### src/common/sarc_pkg.sv
// constants, register map and field layouts for the converter sequencer
// assumes a 250 MHz bus clock and an 8-bit register view on a 32-bit bus
package sarc_pkg;

  // ------------------------------------------------------------
  // register map (byte addresses)
  // ------------------------------------------------------------
  localparam logic [7:0] OFF_CTRL_A = 8'h00;
  localparam logic [7:0] OFF_CTRL_B = 8'h04;
  localparam logic [7:0] OFF_INSEL = 8'h08;
  localparam logic [7:0] OFF_RES_LO = 8'h0c;
  localparam logic [7:0] OFF_RES_HI = 8'h10;
  localparam int ADDR_W = 8;

  // ------------------------------------------------------------
  // field layouts
  // ------------------------------------------------------------
  typedef struct packed {
    logic converter_enable;
    logic start_conversion_bit;
    logic auto_trigger_enable;
    logic conversion_done_flag;
    logic rsvd;
    logic [2:0] prescale_select;
  } sarc_ctrl_a_t;

  typedef struct packed {
    logic [3:0] rsvd;
    logic [3:0] trigger_source_select;
  } sarc_ctrl_b_t;

  typedef struct packed {
    logic [1:0] reference_select;
    logic left_adjust_select;
    logic [4:0] channel_select;
  } sarc_insel_t;

  localparam sarc_ctrl_a_t CTRL_A_RST = 8'h00;
  localparam sarc_ctrl_b_t CTRL_B_RST = 8'h00;
  localparam sarc_insel_t INSEL_RST = 8'h00;

  // trigger source code that means "own done flag": free running
  localparam logic [3:0] TRIG_SELF = 4'h0;

  // ------------------------------------------------------------
  // conversion timing, counted in converter half cycles
  // ------------------------------------------------------------
  localparam int HC_W = 6;
  localparam logic [HC_W-1:0] HC_LEN_NORMAL = 6'h1f; // 15.5 cycles
  localparam logic [HC_W-1:0] HC_LEN_FIRST = 6'h32;  // 25 cycles
  localparam logic [HC_W-1:0] HC_LEN_AUTO = 6'h20;   // 16 cycles
  localparam logic [HC_W-1:0] HC_SH_NORMAL = 6'h07;  // 3.5 cycles
  localparam logic [HC_W-1:0] HC_SH_FIRST = 6'h1b;   // 13.5 cycles
  localparam logic [HC_W-1:0] HC_SH_AUTO = 6'h04;    // 2 cycles
  localparam logic [HC_W-1:0] HC_TRACK = 6'h10;      // last 8 cycles
  localparam int TRIG_SYNC = 3;                      // cpu cycles

  localparam int PS_W = 8;
  localparam int RES_W = 10;

  typedef enum logic [1:0] {
    SEQ_IDLE = 2'b00,
    SEQ_WAIT = 2'b01,
    SEQ_CONV = 2'b10
  } sarc_seq_t;

  localparam logic [1:0] RESP_OKAY = 2'b00;
  localparam logic [1:0] RESP_SLVERR = 2'b10;

endpackage

### src/hdl/sarc_top.sv
// sequencer and register file of a 10-bit successive-approximation converter
// assumes an analog macro that samples on sample_hold and presents its code on
// ana_result by the end of each conversion; trigger inputs are synchronous to aclk
//
// Summary of operation
// result right-justified by default, left-justified when left adjust is set.
// reading low byte freezes both result bytes until high byte is read.
// done flag still sets when a completed result is discarded.
// writing start begins one conversion; start reads one until completion.
// channel change mid-conversion takes effect after the ongoing conversion.
// auto-trigger rising edge resets prescaler and starts a conversion.
// trigger edges during conversion ignored; held level never restarts.
// trigger flag is set regardless of enables; software clears it for rearm. No trigger flag here; edges act only with enable and auto-trigger set.
// done-flag trigger restarts after every completion; first start is manual.
// software must not free-run on gain-amplified differential channels.
// start still launches conversions in auto mode; reads one while converting.
// prescaler divides by selected ratio, held reset while enable is low.
// software keeps converter clock 50 kHz to 2 MHz for full resolution.
// manual single-ended conversion begins at next converter clock rising edge.
// normal conversion 15.5 cycles, first after enable 25 cycles.
// sample-hold 3.5 cycles into normal, 13.5 into first conversion.
// completion writes result, sets done, clears start in single mode.
// auto conversion samples two cycles after edge plus three sync cycles, 16 long.
// free running restarts right after completion, start stays high.
// reference selection drives reference network even while disabled.
// selections latched at start, tracked again in last eight cycles.
// left adjust puts bits 9..2 high, 1..0 at top of low byte.
//
// Our own choices: the AXI4-Lite slave port and the address map.
`timescale 1ns/1ps
module sarc_top #(
  parameter int NTRIG = 16
) (
  input wire logic aclk,
  input wire logic aresetn,
  input wire logic [sarc_pkg::ADDR_W-1:0] s_axi_awaddr,
  input wire logic s_axi_awvalid,
  output logic s_axi_awready,
  input wire logic [31:0] s_axi_wdata,
  input wire logic [3:0] s_axi_wstrb,
  input wire logic s_axi_wvalid,
  output logic s_axi_wready,
  output logic [1:0] s_axi_bresp,
  output logic s_axi_bvalid,
  input wire logic s_axi_bready,
  input wire logic [sarc_pkg::ADDR_W-1:0] s_axi_araddr,
  input wire logic s_axi_arvalid,
  output logic s_axi_arready,
  output logic [31:0] s_axi_rdata,
  output logic [1:0] s_axi_rresp,
  output logic s_axi_rvalid,
  input wire logic s_axi_rready,
  input wire logic [NTRIG-1:0] trig_in,
  input wire logic [sarc_pkg::RES_W-1:0] ana_result,
  output logic sample_hold,
  output logic conv_active,
  output logic [4:0] channel_out,
  output logic [1:0] reference_out
);

  // ------------------------------------------------------------
  // helpers
  // ------------------------------------------------------------
  function automatic logic [sarc_pkg::PS_W-1:0] half_period(input logic [2:0] sel);
    half_period = sarc_pkg::PS_W'(1) << sel;
  endfunction

  function automatic logic is_addr(input logic [sarc_pkg::ADDR_W-1:0] a, input logic [7:0] off);
    is_addr = (a == off);
  endfunction

  sarc_pkg::sarc_ctrl_a_t ctla_q;
  sarc_pkg::sarc_ctrl_b_t ctlb_q;
  sarc_pkg::sarc_insel_t insel_q;
  sarc_pkg::sarc_seq_t seq_q;
  logic [sarc_pkg::RES_W-1:0] res_q;
  logic lock_q;
  logic first_q;
  logic free_q;
  logic auto_q;
  logic [sarc_pkg::HC_W-1:0] hc_q;
  logic [sarc_pkg::PS_W-1:0] ps_q;
  logic phase_q;
  logic trig_prev_q;
  logic [sarc_pkg::TRIG_SYNC-1:0] trig_pipe_q;

  // bus side
  logic aw_have_q, w_have_q;
  logic [sarc_pkg::ADDR_W-1:0] awaddr_q;
  logic [7:0] wbyte_q;
  logic wlane_q;
  logic wr_go;
  logic rd_go;

  // ------------------------------------------------------------
  // write channel: address and data taken in either order
  // ------------------------------------------------------------
  always_ff @(posedge aclk) begin
    if (!aresetn) begin
      aw_have_q <= 1'b0;
      w_have_q <= 1'b0;
      awaddr_q <= '0;
      wbyte_q <= 8'h00;
      wlane_q <= 1'b0;
      s_axi_awready <= 1'b0;
      s_axi_wready <= 1'b0;
      s_axi_bvalid <= 1'b0;
      s_axi_bresp <= sarc_pkg::RESP_OKAY;
    end else begin
      s_axi_awready <= !aw_have_q && !s_axi_awready && !s_axi_bvalid;
      s_axi_wready <= !w_have_q && !s_axi_wready && !s_axi_bvalid;
      if (s_axi_awvalid && s_axi_awready) begin
        aw_have_q <= 1'b1;
        awaddr_q <= s_axi_awaddr;
        s_axi_awready <= 1'b0;
      end
      if (s_axi_wvalid && s_axi_wready) begin
        w_have_q <= 1'b1;
        wbyte_q <= s_axi_wdata[7:0];
        wlane_q <= s_axi_wstrb[0];
        s_axi_wready <= 1'b0;
      end
      if (wr_go) begin
        aw_have_q <= 1'b0;
        w_have_q <= 1'b0;
        s_axi_bvalid <= 1'b1;
        if (is_addr(awaddr_q, sarc_pkg::OFF_CTRL_A) || is_addr(awaddr_q, sarc_pkg::OFF_CTRL_B) ||
            is_addr(awaddr_q, sarc_pkg::OFF_INSEL) || is_addr(awaddr_q, sarc_pkg::OFF_RES_LO) ||
            is_addr(awaddr_q, sarc_pkg::OFF_RES_HI)) begin
          s_axi_bresp <= sarc_pkg::RESP_OKAY;
        end else begin
          s_axi_bresp <= sarc_pkg::RESP_SLVERR;
        end
      end else if (s_axi_bvalid && s_axi_bready) begin
        s_axi_bvalid <= 1'b0;
      end
    end
  end

  assign wr_go = aw_have_q && w_have_q && !s_axi_bvalid;

  // ------------------------------------------------------------
  // read channel; result reads move the result lock
  // ------------------------------------------------------------
  assign rd_go = s_axi_arvalid && s_axi_arready;

  always_ff @(posedge aclk) begin
    if (!aresetn) begin
      s_axi_arready <= 1'b0;
      s_axi_rvalid <= 1'b0;
      s_axi_rdata <= 32'h0000_0000;
      s_axi_rresp <= sarc_pkg::RESP_OKAY;
    end else begin
      s_axi_arready <= !s_axi_arready && !s_axi_rvalid;
      if (rd_go) begin
        s_axi_arready <= 1'b0;
        s_axi_rvalid <= 1'b1;
        s_axi_rresp <= sarc_pkg::RESP_OKAY;
        s_axi_rdata <= 32'h0000_0000;
        if (is_addr(s_axi_araddr, sarc_pkg::OFF_CTRL_A)) begin
          s_axi_rdata[7:0] <= {ctla_q.converter_enable, (seq_q != sarc_pkg::SEQ_IDLE),
                               ctla_q.auto_trigger_enable, ctla_q.conversion_done_flag,
                               1'b0, ctla_q.prescale_select};
        end else if (is_addr(s_axi_araddr, sarc_pkg::OFF_CTRL_B)) begin
          s_axi_rdata[7:0] <= {4'h0, ctlb_q.trigger_source_select};
        end else if (is_addr(s_axi_araddr, sarc_pkg::OFF_INSEL)) begin
          s_axi_rdata[7:0] <= insel_q;
        end else if (is_addr(s_axi_araddr, sarc_pkg::OFF_RES_LO)) begin
          if (insel_q.left_adjust_select) begin
            s_axi_rdata[7:0] <= {res_q[1:0], 6'h00};
          end else begin
            s_axi_rdata[7:0] <= res_q[7:0];
          end
        end else if (is_addr(s_axi_araddr, sarc_pkg::OFF_RES_HI)) begin
          if (insel_q.left_adjust_select) begin
            s_axi_rdata[7:0] <= res_q[9:2];
          end else begin
            s_axi_rdata[7:0] <= {6'h00, res_q[9:8]};
          end
        end else begin
          s_axi_rresp <= sarc_pkg::RESP_SLVERR;
        end
      end else if (s_axi_rvalid && s_axi_rready) begin
        s_axi_rvalid <= 1'b0;
      end
    end
  end

  // ------------------------------------------------------------
  // prescaler: half-period ticks, odd ticks are rising edges
  // ------------------------------------------------------------
  logic tick;
  logic rise;
  logic trig_fire;
  logic done_evt;

  // >= so a ratio cut mid-count ticks at once instead of waiting for the counter to wrap
  assign tick = (ps_q >= half_period(ctla_q.prescale_select) - sarc_pkg::PS_W'(1));
  assign rise = tick && !phase_q;

  always_ff @(posedge aclk) begin
    if (!aresetn || !ctla_q.converter_enable || trig_fire) begin
      ps_q <= '0;
      phase_q <= 1'b0;
    end else if (tick) begin
      ps_q <= '0;
      phase_q <= !phase_q;
    end else begin
      ps_q <= ps_q + sarc_pkg::PS_W'(1);
    end
  end

  // ------------------------------------------------------------
  // trigger edge detect and synchroniser delay
  // ------------------------------------------------------------
  logic trig_lvl;
  assign trig_lvl = trig_in[ctlb_q.trigger_source_select];

  always_ff @(posedge aclk) begin
    if (!aresetn) begin
      trig_prev_q <= 1'b0;
      trig_pipe_q <= '0;
    end else begin
      trig_prev_q <= trig_lvl;
      trig_pipe_q <= {trig_pipe_q[sarc_pkg::TRIG_SYNC-2:0], trig_lvl && !trig_prev_q};
    end
  end

  // held level gives no new edge, and edges while busy drop out here
  assign trig_fire = ctla_q.converter_enable && ctla_q.auto_trigger_enable &&
                     (ctlb_q.trigger_source_select != sarc_pkg::TRIG_SELF) &&
                     trig_pipe_q[sarc_pkg::TRIG_SYNC-1] && (seq_q != sarc_pkg::SEQ_CONV);

  // ------------------------------------------------------------
  // conversion sequencer
  // ------------------------------------------------------------
  logic [sarc_pkg::HC_W-1:0] len;
  logic [sarc_pkg::HC_W-1:0] shp;
  logic start_wr;
  logic self_trig;

  always_comb begin
    if (first_q) begin
      len = sarc_pkg::HC_LEN_FIRST;
      shp = sarc_pkg::HC_SH_FIRST;
    end else if (auto_q) begin
      len = sarc_pkg::HC_LEN_AUTO;
      shp = sarc_pkg::HC_SH_AUTO;
    end else begin
      len = sarc_pkg::HC_LEN_NORMAL;
      shp = sarc_pkg::HC_SH_NORMAL;
    end
  end

  assign done_evt = (seq_q == sarc_pkg::SEQ_CONV) && tick && (hc_q == len - sarc_pkg::HC_W'(1));
  assign start_wr = wr_go && wlane_q && is_addr(awaddr_q, sarc_pkg::OFF_CTRL_A) &&
                    wbyte_q[6] && wbyte_q[7];
  assign self_trig = ctla_q.auto_trigger_enable && (ctlb_q.trigger_source_select == sarc_pkg::TRIG_SELF);

  always_ff @(posedge aclk) begin
    if (!aresetn || (!ctla_q.converter_enable && !start_wr)) begin // enabling write may carry start
      seq_q <= sarc_pkg::SEQ_IDLE;
      hc_q <= '0;
      auto_q <= 1'b0;
      free_q <= 1'b0;
      sample_hold <= 1'b0;
      conv_active <= 1'b0;
    end else begin
      sample_hold <= 1'b0;
      case (seq_q)
        sarc_pkg::SEQ_IDLE: begin
          if (trig_fire) begin
            seq_q <= sarc_pkg::SEQ_CONV;
            auto_q <= 1'b1;
            hc_q <= '0;
            conv_active <= 1'b1;
          end else if (start_wr) begin
            seq_q <= sarc_pkg::SEQ_WAIT;
          end
        end
        sarc_pkg::SEQ_WAIT: begin
          if (trig_fire) begin
            seq_q <= sarc_pkg::SEQ_CONV;
            auto_q <= 1'b1;
            hc_q <= '0;
            conv_active <= 1'b1;
          end else if (rise) begin
            seq_q <= sarc_pkg::SEQ_CONV;
            auto_q <= 1'b0;
            free_q <= self_trig;
            hc_q <= '0;
            conv_active <= 1'b1;
          end
        end
        sarc_pkg::SEQ_CONV: begin
          if (tick) begin
            hc_q <= hc_q + sarc_pkg::HC_W'(1);
            if (hc_q == shp - sarc_pkg::HC_W'(1)) begin
              sample_hold <= 1'b1;
            end
          end
          if (done_evt) begin
            hc_q <= '0;
            auto_q <= 1'b0;
            if (self_trig && (free_q || !auto_q)) begin
              free_q <= 1'b1;
            end else begin
              seq_q <= sarc_pkg::SEQ_IDLE;
              free_q <= 1'b0;
              conv_active <= 1'b0;
            end
          end
        end
        default: begin
          seq_q <= sarc_pkg::SEQ_IDLE;
        end
      endcase
    end
  end

  // first conversion after enable runs long
  always_ff @(posedge aclk) begin
    if (!aresetn || !ctla_q.converter_enable) begin
      first_q <= 1'b1;
    end else if (done_evt) begin
      first_q <= 1'b0;
    end
  end

  // ------------------------------------------------------------
  // result register and read lock
  // ------------------------------------------------------------
  always_ff @(posedge aclk) begin
    if (!aresetn) begin
      lock_q <= 1'b0;
    end else if (rd_go && is_addr(s_axi_araddr, sarc_pkg::OFF_RES_HI)) begin
      lock_q <= 1'b0;
    end else if (rd_go && is_addr(s_axi_araddr, sarc_pkg::OFF_RES_LO)) begin
      lock_q <= 1'b1;
    end
  end

  always_ff @(posedge aclk) begin
    if (!aresetn) begin
      res_q <= '0;
    end else if (done_evt && !lock_q) begin
      res_q <= ana_result;
    end
  end

  // ------------------------------------------------------------
  // control registers
  // ------------------------------------------------------------
  always_ff @(posedge aclk) begin
    if (!aresetn) begin
      ctla_q <= sarc_pkg::CTRL_A_RST;
      ctlb_q <= sarc_pkg::CTRL_B_RST;
      insel_q <= sarc_pkg::INSEL_RST;
    end else begin
      if (wr_go && wlane_q) begin
        if (is_addr(awaddr_q, sarc_pkg::OFF_CTRL_A)) begin
          ctla_q.converter_enable <= wbyte_q[7];
          ctla_q.auto_trigger_enable <= wbyte_q[5];
          ctla_q.prescale_select <= wbyte_q[2:0];
          if (wbyte_q[4]) begin
            ctla_q.conversion_done_flag <= 1'b0;
          end
        end else if (is_addr(awaddr_q, sarc_pkg::OFF_CTRL_B)) begin
          ctlb_q.trigger_source_select <= wbyte_q[3:0];
        end else if (is_addr(awaddr_q, sarc_pkg::OFF_INSEL)) begin
          insel_q <= wbyte_q;
        end
      end
      // completion wins over a same-cycle clear
      if (done_evt) begin
        ctla_q.conversion_done_flag <= 1'b1;
      end
      ctla_q.start_conversion_bit <= 1'b0;
      ctla_q.rsvd <= 1'b0;
      ctlb_q.rsvd <= 4'h0;
    end
  end

  // ------------------------------------------------------------
  // selections to the analog side
  // ------------------------------------------------------------
  logic tracking;
  assign tracking = (seq_q != sarc_pkg::SEQ_CONV) || (len - hc_q <= sarc_pkg::HC_TRACK);

  always_ff @(posedge aclk) begin
    if (!aresetn) begin
      channel_out <= sarc_pkg::INSEL_RST.channel_select;
      reference_out <= sarc_pkg::INSEL_RST.reference_select;
    end else if (tracking) begin
      channel_out <= insel_q.channel_select;
      reference_out <= insel_q.reference_select;
    end
  end

endmodule

### config.mk
export PLATFORM = sky130hd
export DESIGN_NAME = sarc_top
export DESIGN_NICKNAME = d
export VERILOG_FILES = /design/src/common/sarc_pkg.sv /design/src/hdl/sarc_top.sv
export SDC_FILE = /design/constraint.sdc
export NUM_CORES = 1
export LEC_CHECK = 0
export ABC_AREA = 1
export BUFFER_PORTS_ARGS = -buffer_cell sky130_fd_sc_hd__clkbuf_2
export CAP_MARGIN = 20
export CORE_ASPECT_RATIO = 0.6
export CORE_UTILIZATION = 30
export DETAILED_ROUTE_END_ITERATION = 8
export PLACE_DENSITY_LB_ADDON = 0.1
export SETUP_SLACK_MARGIN = 0.15
export SYNTH_ARGS = -nofsm -noshare
export SYNTH_HDL_FRONTEND = slang
export SYNTH_SLANG_ARGS = --single-unit
### constraint.sdc
create_clock -name aclk -period 1.99 [get_ports aclk]
set_input_delay 0.398 -clock aclk [delete_from_list [all_inputs] [get_ports aclk]]
set_output_delay 0.398 -clock aclk [all_outputs]
set_load 0.03 [all_outputs]
== Word-level counts from Yosys, hierarchy flattened ==
Index checks and enable logic that the tools add are counted.

* Register bits after elaboration: 98
* Input port bits: 85
* Output and inout bits: 50
* Word-level logic and storage cells: 210

* $lt $le $gt $ge: 3
* Shift-type cells: 1
* Add/subtract/negate cells: 6
* Bitwise gates (word level): 5
* Reductions and logical operators: 82
* Equality and inequality tests: 21
* Multiplexer cells: 56

{| class="wikitable"
|+ Operators by type and width
! operator !! number
|-
| 2-to-1 mux 8 bit || 7
|-
| 2-to-1 mux 6 bit || 7
|-
| == test 8 x 4 -> 1 bit (second input constant) || 4
|-
| logical AND 1 bit || 30
|-
| 2-to-1 mux 2 bit || 13
|-
| 2-to-1 mux 1 bit || 22
|-
| AND reduction 4 bit || 5
|-
| one-hot mux 6 bit (3 select lines) || 1
|-
| == test 8 x 3 -> 1 bit (second input constant) || 2
|-
| == test 8 x 5 -> 1 bit (second input constant) || 2
|-
| logical NOT 8 bit || 2
|-
| logical NOT 1 bit || 14
|-
| nonzero test 2 bit || 7
|-
| == test 6 bit || 2
|-
| != test 2 bit (second input constant) || 6
|-
| OR reduction 2 bit || 6
|-
| subtractor 6 x 1 -> 6 bit (second input constant) || 2
|-
| logical OR 1 bit || 9
|-
| != test 3 bit (second input constant) || 3
|-
| adder 8 x 1 -> 8 bit (second input constant) || 1
|-
| greater-or-equal comparator 8 bit || 1
|-
| << shifter 1 x 3 -> 8 bit (first input constant) || 1
|-
| subtractor 8 x 1 -> 8 bit (second input constant) || 1
|-
| adder 6 x 1 -> 6 bit (second input constant) || 1
|-
| 19 further kinds || 25
|}

== Longest topological paths before layout ==
Gate-level depths: netlist of run 1.

* Depth in word-level cells: 10
* Depth in mapped cells: 17
* Gate-level depth less buffers: 17

== Least setup slack after synthesis of run 1 ==
Ideal clock, no wire load.

* Path type: flip-flop to flip-flop
* Start point: register auto_q
* End point: register channel_out[0]
* Setup time: 0.115 ns
* Stages on the path, launching flop included: 16
* Arrival: 1.890 ns
* Path slack: -0.015 ns
* Path through: dfxtp_1 > inv_1 > nor2_1 > inv_1 > ha_1 > nand2_1 > nand2_1 > nand3_1 > nand2_1 > nand2_1 > nand2_1 > xor2_1 > nand2_1 > buf_2 > a21oi_1 > nor2_1

* Longest elaborated chain between the ends: 5

{| class="wikitable"
|+ Ends and longest elaborated chain
! item !! line !! RTL
|-
| start: declaration || sarc_top.sv:80 || <nowiki>logic auto_q;</nowiki>
|-
| start signal: assignment || sarc_top.sv:264 || <nowiki>auto_q <= 1'b0;</nowiki>
|-
| start signal: assignment || sarc_top.sv:274 || <nowiki>auto_q <= 1'b1;</nowiki>
|-
| start signal: assignment || sarc_top.sv:284 || <nowiki>auto_q <= 1'b1;</nowiki>
|-
| 2-to-1 mux 6 bit || sarc_top.sv:246 || <nowiki>end else if (auto_q) begin</nowiki>
|-
| 2-to-1 mux 6 bit || sarc_top.sv:243 || <nowiki>if (first_q) begin</nowiki>
|-
| subtractor 6 bit || sarc_top.sv:388 || <nowiki>assign tracking = (seq_q != sarc_pkg::SEQ_CONV) || (len - hc_q <= sarc_pkg::HC_TRACK);</nowiki>
|-
| <= comparator 6 x 5 -> 1 bit || sarc_top.sv:388 ||
|-
| logical OR 1 bit || sarc_top.sv:388 ||
|-
| end signal: assignment || sarc_top.sv:392 || <nowiki>channel_out <= sarc_pkg::INSEL_RST.channel_select;</nowiki>
|-
| end signal: assignment || sarc_top.sv:395 || <nowiki>channel_out <= insel_q.channel_select;</nowiki>
|-
| end: declaration || sarc_top.sv:57 || <nowiki>output logic [4:0] channel_out,</nowiki>
|}

No other way between the ends.
A chain may end at the register's enable or synchronous reset.

== Worst setup path after layout of run 1 ==
* Start point: register auto_q
* End point: register channel_out[4]

Same word-level chain as after synthesis.

==> reports/metrics.cfg, run 1 <==
[clock_network]
insertion_delay_ps=350
root_buffer=clkbuf_16
clk_path_buf_depth=2
cts_tree=yes
cts_buffers=9
htreeDepth=3
cts.sinks=96
cts_hold_buf=0
clk_pin_slew_ps=80

[place]
gp_congestion=0.823
postPlaceCellArea_sq_mm=0.00590
io_buffers=81
dp_hpwl_mm=11.3

[finish]
drive_gt1_share_pct=26.2
diodes=0
num-fill-cells=1737
area_delta_synth_final_pct=30.6
final_area_sq_mm=0.00659
finalNetCount=965

[run]
max_cap_viol_count=0

[die]
die_w_um=169
start_util_pct=30.9
io_pins=135
die_h_um=102
die_area_sq_mm=0.0174
coreArea_sq_mm=0.0164
row_count=36

[power_and_ir_drop]
p_sw_mw=1.12
pwr-share-seq_pct=49.0
power_leakage_nw=2.87
p_per_area_mw_per_mm2=618
pwr-share-clk_pct=41.7
power_frac_comb_pct=9.3
peakVddDrop_mv=0.336
swShare_pct=27.5
finalPower_mw=4.07
p_int_mw=2.95

[yosys]
synthAdderAreaFrac_pct=3.97
ys_seq_elements=96
synth_edf_count=0
synth_xor_area_share_pct=1.74
async_flop_share_pct=0
yosys.area_share.simple_pct=27.5
avgSynthCellArea_sq_um=6.80
synth_compound_area_share_pct=15.5
ys_types=37
ys.flop_type=dfxtp_1
synth_mux_area_share_pct=0
synth-seq-area-share_pct=38.1
syn_area_sq_mm=0.00505
syn_inst=742
synth_top_family_by_area=simple AND/OR/NAND/NOR gates
yosys_warnings=0

[grt]
grt_pass1_wl_mm=23.5
grt_busiest_layer=met1
met3_usage_pct=3.76
grt_pass1_vias=4646
grt_max_degree=31
grt_use_met2_pct=25.3
gr-usage-met1_pct=26.1
grt-ovfl-total=0
antenna_found_initial=0
grtUsageTotal_pct=17.4

[drt]
wl_per_cell_um=13.4
num_vias=5053
first_iter_violations=232
firstDrtPassIters=5
ant_nets=0
route.detailed.drc=0
routed_wl_mm=14.7
via_per_inst=4.61

[worst_hold_path]
hold_path.class=input pin to flop
hold_depth=3

[sta]
hold_ws_ps=271
finalCritPeriodShare_pct=102
max_clock_freq_mhz=494
min_period_ps=2020
slew_headroom_pct=61.4
rsz0062_at_grt=true
slew_viol_final=0
fin_worst_skew_ps=12.1
worst_pin_slew_ps=578
hold_violations=0
worst_slack_ps=-34.2
setup_viol=17

[run_status]
failed_checks=setup timing
status=complete, but fails checks

[worst_setup_path]
worstSetupPathType=flop to flop
r2r_cells=15
cp-start-kind=flop
crit_arrival_ps=2270
required_ps=2230
worstPathMaxFanout=7
end_kind=flop

[path summary, 6_finish.rpt]
check | startpoint | to | slack, ps
max | auto_q | channel_out[4] | -30
min | ana_result[8] | res_q[8] | 270
max reg2reg | auto_q | channel_out[4] | -30
min reg2reg | trig_prev_q | trig_pipe_q[0] | 390
[layer usage]
layer  wire (um)  vias up
met1        7830     2310
met3         734        7
met2        6060      123
met4          70        0
met5           0        -
li1            -     2613
[registers in the layout, indices dropped and copies added (netlist names), 2 cells and up]
register and flops:
res_q 10, awaddr_q 8, insel_q 8, ps_q 8, s_axi_rdata 8, wbyte_q 8
ctla_q 6, hc_q 6, channel_out 5, ctlb_q 4, trig_pipe_q 3, reference_out 2
seq_q 2
[placed cells by master, fill, tap and decap left out, types with 4 or more instances in the layout]
cell       Yosys  final
ha_4           0      5
nand2_4        0      6
nand2_2        1      6
o21ai_1       13     13
a21oi_1       62     52
nor3_2         2      4
buf_4         26     43
nand3_2        0      7
conb_1         2     27
o211ai_1       5      5
xor2_1         7      7
nor2_1       103     95
dfxtp_4        0      4
a21oi_2        0      8
nand4_1        9      9
inv_2         10     14
dfxtp_1       96     92
clkbuf_16      0     10
nand3_1       45     39
ha_1          16     11
o21ai_2        2      6
o21ai_0       55     51
nand2_1      129    118
nor2_4         1      9
inv_1         90     85
nor2_2         4      5
buf_6          0      4
clkbuf_2       0     81
nor3_1        22     20
[cells in the mapped netlist (2+ instances only)]
cell / instances / area, sq um
nand2_1: 129 / 484
a21oi_1: 62 / 310
clkbuf_1: 14 / 52.6
o22ai_1: 2 / 12.5
nor3_1: 22 / 110
nor2_1: 103 / 387
buf_2: 6 / 30.0
inv_2: 10 / 37.5
a211oi_1: 4 / 30.0
o21ai_2: 2 / 17.5
nor4_1: 3 / 18.8
o21ai_0: 55 / 275
xnor2_1: 3 / 26.3
nand3_1: 45 / 225
xor2_1: 7 / 61.3
o21ai_1: 13 / 65.1
nor3_2: 2 / 20.0
conb_1: 2 / 7.51
dfxtp_1: 96 / 1920
buf_4: 26 / 195
nor2_2: 4 / 25.0
inv_1: 90 / 338
nand4_1: 9 / 56.3
ha_1: 16 / 200
o211ai_1: 5 / 37.5
[power groups by stage]
stage	registers, mW	clock network, mW	logic, mW
after detailed placement	2.05	0	0.368
after global placement	2.04	0	0.363
final	1.99	1.70	0.380
after floorplan	2.07	0	0.250
after CTS	1.99	1.76	0.371
after global routing	2.00	1.82	0.425
[layout make-up]
type | count | area, sq um | area share, %
clock buffer | 10 | 229 | 3.47
inverter | 101 | 382 | 5.79
clock inverter | 6 | 51.3 | 0.778
tap | 228 | 285 | 4.33
sequential | 96 | 1940 | 29.4
timing repair buffer | 131 | 833 | 12.6
multi-input combinational | 525 | 2870 | 43.6
[worst max-delay path, cell delays in order (launching register included)]
cell and delay (ps):
dfxtp_4 380, inv_4 40, nor2_4 140, inv_2 70, ha_4 280, nand2_4 50, nand2_4 70, nand3_2 60
nand2_2 70, nand2_1 50, nand2_1 60, xor2_1 170, nand2_2 120, clkbuf_16 180, a21oi_2 110, nor2_1 50
[cell families after synthesis]
| kind of cell | count (synthesis) |
|---|---|
| AOI/OAI and AO/OA | 147 |
| xor gates and xnor gates | 10 |
| adders and majority gates | 16 |
| buffers and inverters | 148 |
| DFF | 96 |
| other | 2 |
| and+or+nand+nor | 323 |
[what timing repair did]
| item | in CTS | in global routing |
|---|---|---|
| setup endpoints to repair | 39 | 48 |
| gates resized for setup | 26 | 39 |
| setup buffers | 7 | 7 |
| pin swaps | 17 | 18 |
| cloned | 1 | 2 |
[through the flow]
stage               TNS [ps]  setup WS (ps)  std cells  util (%)
global placement       -1430           -114       1064      36.1
finish                  -299          -34.2       1097      40.3
global route           -4710           -196       1097      40.3
detailed placement     -2190           -142       1064      36.1
CTS                     -104          -12.2       1088      38.9
floorplan                  0            111        767         -
Note: power is estimated with default switching activity, not from simulation.
==> run 2: changes to the inputs <==
--- a/config.mk
+++ b/config.mk
@@ -11,6 +11,7 @@
 export CORE_ASPECT_RATIO = 0.6
 export CORE_UTILIZATION = 30
 export DETAILED_ROUTE_END_ITERATION = 8
+export GPL_TIMING_DRIVEN = 0
 export PLACE_DENSITY_LB_ADDON = 0.1
 export SETUP_SLACK_MARGIN = 0.15
 export SYNTH_ARGS = -nofsm -noshare
==> constraint.sdc (replaced) <==
create_clock -name aclk -period 1.96 [get_ports aclk]
set_input_delay 0.392 -clock aclk [delete_from_list [all_inputs] [get_ports aclk]]
set_output_delay 0.392 -clock aclk [all_outputs]
set_load 0.03 [all_outputs]
==> reports/metrics.cfg, run 2 (synthesis gave the netlist of run 1 again) <==
[run_status]
status=complete, but fails checks  ; unchanged
failed_checks=setup timing  ; unchanged

[sta]
slew_viol_final=0  ; unchanged
slew_headroom_pct=43.5  ; was 61.4%
finalCritPeriodShare_pct=107  ; was 102%
setup_viol=28  ; was 17
max_clock_freq_mhz=479  ; was 494 MHz
worst_pin_slew_ps=848  ; was 578 ps
worst_slack_ps=-128  ; was -34.2 ps
rsz0062_at_grt=true  ; unchanged
min_period_ps=2090  ; was 2020 ps
fin_worst_skew_ps=12.8  ; was 12.1 ps
hold_violations=0  ; unchanged
hold_ws_ps=252  ; was 271 ps

[finish]
final_util_pct=42.7  ; was 40.3%
num-fill-cells=1749  ; was 1737
final_cell_mix=109 x nand2_1, 95 x nor2_1, 89 x dfxtp_1, 83 x clkbuf_2, 81 x inv_1  ; was 118 x nand2_1, 95 x nor2_1, 92 x dfxtp_1, 85 x inv_1, 81 x clkbuf_2
drive_gt1_share_pct=30.4  ; was 26.2%
top_register=res_q  ; unchanged
diodes=0  ; unchanged
largest_register_ffs=10  ; unchanged
area_delta_synth_final_pct=38.3  ; was 30.6%
final_area_sq_mm=0.00698  ; was 0.00659 sq mm
final_cells=1127  ; was 1097
layout_commonest_cell=nand2_1  ; unchanged
finalNetCount=995  ; was 965

[worst_setup_path]
end_kind=flop  ; unchanged
reg2reg_from=auto_q  ; unchanged
worstSetupPathType=flop to flop  ; unchanged
path_cells=nor2_4 -> ha_1 -> a21oi_1 -> nand2_2 -> nand2_1 -> nand2_1 -> xor2_1 -> nand2_2 -> clkbuf_16 -> nand3_2 -> nand2_1 -> nor2_1  ; was inv_4 -> nor2_4 -> inv_2 -> ha_4 -> nand2_4 -> nand2_4 -> nand3_2 -> nand2_2 -> nand2_1 -> nand2_1 -> xor2_1 -> nand2_2 -> clkbuf_16 -> a21oi_2 -> nor2_1
required_ps=2250  ; was 2230 ps
critical_path.startpoint=auto_q  ; unchanged
worst_path_max_delay_cell=dfxtp_4  ; unchanged
cp_slowest_stage_delay_ps=370  ; was 380 ps
cp-start-kind=flop  ; unchanged
crit_top_cell=nand2_1
crit_arrival_ps=2380  ; was 2270 ps
worstPathMaxFanout=6  ; was 7

[grt]
grt_use_met2_pct=23.3  ; was 25.3%
grtUsageTotal_pct=17.6  ; was 17.4%
gr-usage-met1_pct=28.1  ; was 26.1%
antenna_found_initial=0  ; unchanged
grt_max_degree=18  ; was 31
grt_pass1_wl_mm=23.5  ; about the same
grt-ovfl-total=0  ; unchanged
met3_usage_pct=3.52  ; was 3.76%
grt_busiest_layer=met1  ; unchanged
grt_pass1_vias=4411  ; was 4646

[drt]
wl_per_cell_um=13.5  ; was 13.4 um
ant_nets=0  ; unchanged
route.detailed.drc=0  ; unchanged
num_vias=5085  ; was 5053
firstDrtPassIters=5  ; unchanged
first_iter_violations=323  ; was 232
via_per_inst=4.51  ; was 4.61
routed_wl_mm=15.3  ; was 14.7 mm

[die]
die_w_um=169  ; unchanged
die_h_um=102  ; unchanged
start_util_pct=30.9  ; unchanged
io_pins=135  ; unchanged
row_count=36  ; unchanged
die_area_sq_mm=0.0174  ; unchanged
coreArea_sq_mm=0.0164  ; unchanged

[place]
placed_cells=1076  ; was 1064
io_buffers=81  ; unchanged
dp_hpwl_mm=11.2  ; was 11.3 mm
postPlaceCellArea_sq_mm=0.00593  ; was 0.00590 sq mm
gp_congestion=0.827  ; was 0.823

[run]
max_cap_viol_count=0  ; unchanged

[worst_hold_path]
hp-start=ana_result[1]  ; was ana_result[8]
hold_path.class=input pin to flop  ; unchanged

[clock_network]
cts_hold_buf=0  ; unchanged
cts_buffers=9  ; unchanged
cts_tree=yes  ; unchanged
htreeDepth=3  ; unchanged
clk_path_buf_depth=2  ; unchanged
root_buffer=clkbuf_16  ; unchanged
cts.sinks=96  ; unchanged
insertion_delay_ps=350  ; about the same
clk_pin_slew_ps=80  ; about the same

[power_and_ir_drop]
p_per_area_mw_per_mm2=600  ; was 618 mW/mm^2
peakVddDrop_mv=0.317  ; was 0.336 mV
power_leakage_nw=3.03  ; was 2.87 nW

[run 2: cell count changes in the layout (fill, tap and decap cells not counted), moves of 4 or more]
cell / delta
clkbuf_1: +12
buf_6: +10
nand2_1: -9
nand2_2: +9
nor3_1: -8
a21oi_2: +4
buf_2: +4
inv_1: -4
nand3_1: -4
nor3_2: +4
nor3_4: +4
[run 2: path summary, 6_finish.rpt]
check / endpoint / slack, ps / depth (start not counted)
setup / recovery: reference_out[1] / -130 / 12
hold / removal: res_q[1] / 250 / 3
setup reg to reg: reference_out[1] / -130 / 12
hold reg to reg: trig_pipe_q[0] / 390 / 1
[run 2: through the flow]
stage / power [mW] / setup TNS [ps] / setup slack [ps]
after CTS: 4.23 / -1230 / -77.6
after floorplan: 2.35 / 0 / 81.4
after global routing: 4.38 / -5990 / -278
final: 4.19 / -2050 / -128
after detailed placement: 2.49 / -5950 / -273
after global placement: 2.49 / -6700 / -319
[run 2: power breakdown]
| group | leakage (nW) | total [mW] | switching (mW) | internal (mW) |
|---|---|---|---|---|
| Clock | 0.140 | 1.73 | 0.843 | 0.886 |
| Combinational | 2.10 | 0.437 | 0.281 | 0.156 |
| Sequential | 0.782 | 2.03 | 0.0328 | 1.99 |
[run 2: repair_timing]
item | 4_1_cts | 5_1_grt
gates resized for setup | 45 | 70
pin swaps | 25 | 26
endpoints found under the setup margin | 43 | 54
buffers inserted | 23 | 8
cloned | 1 | 3
[run 2: critical path: cells and delay by family (launching register included)]
| kind | cells | cell delay (ps) |
|---|---|---|
| buffers and inverters | 1 | 180 |
| DFF | 1 | 370 |
| xor gates and xnor gates | 1 | 170 |
| and+or+nand+nor | 8 | 760 |
| adders and majority gates | 1 | 320 |
| AOI/OAI and AO/OA | 1 | 210 |
[run 2: cell type report]
class | instances | area (sq um) | share of cell area, %
Multi-Input combinational cell | 525 | 3000 | 43.0
Sequential cell | 96 | 1940 | 27.8
Timing Repair Buffer | 114 | 778 | 11.1
Inverter | 101 | 387 | 5.54
Buffer | 47 | 309 | 4.43
Tap cell | 228 | 285 | 4.09
Clock buffer | 10 | 229 | 3.28
Clock inverter | 6 | 51.3 | 0.735
[run 2: per-layer routing]
metal	vias up	wire length (um)
met5	-	0
met4	0	123
met3	15	759
met2	109	5830
met1	2282	8550
li1	2679	-
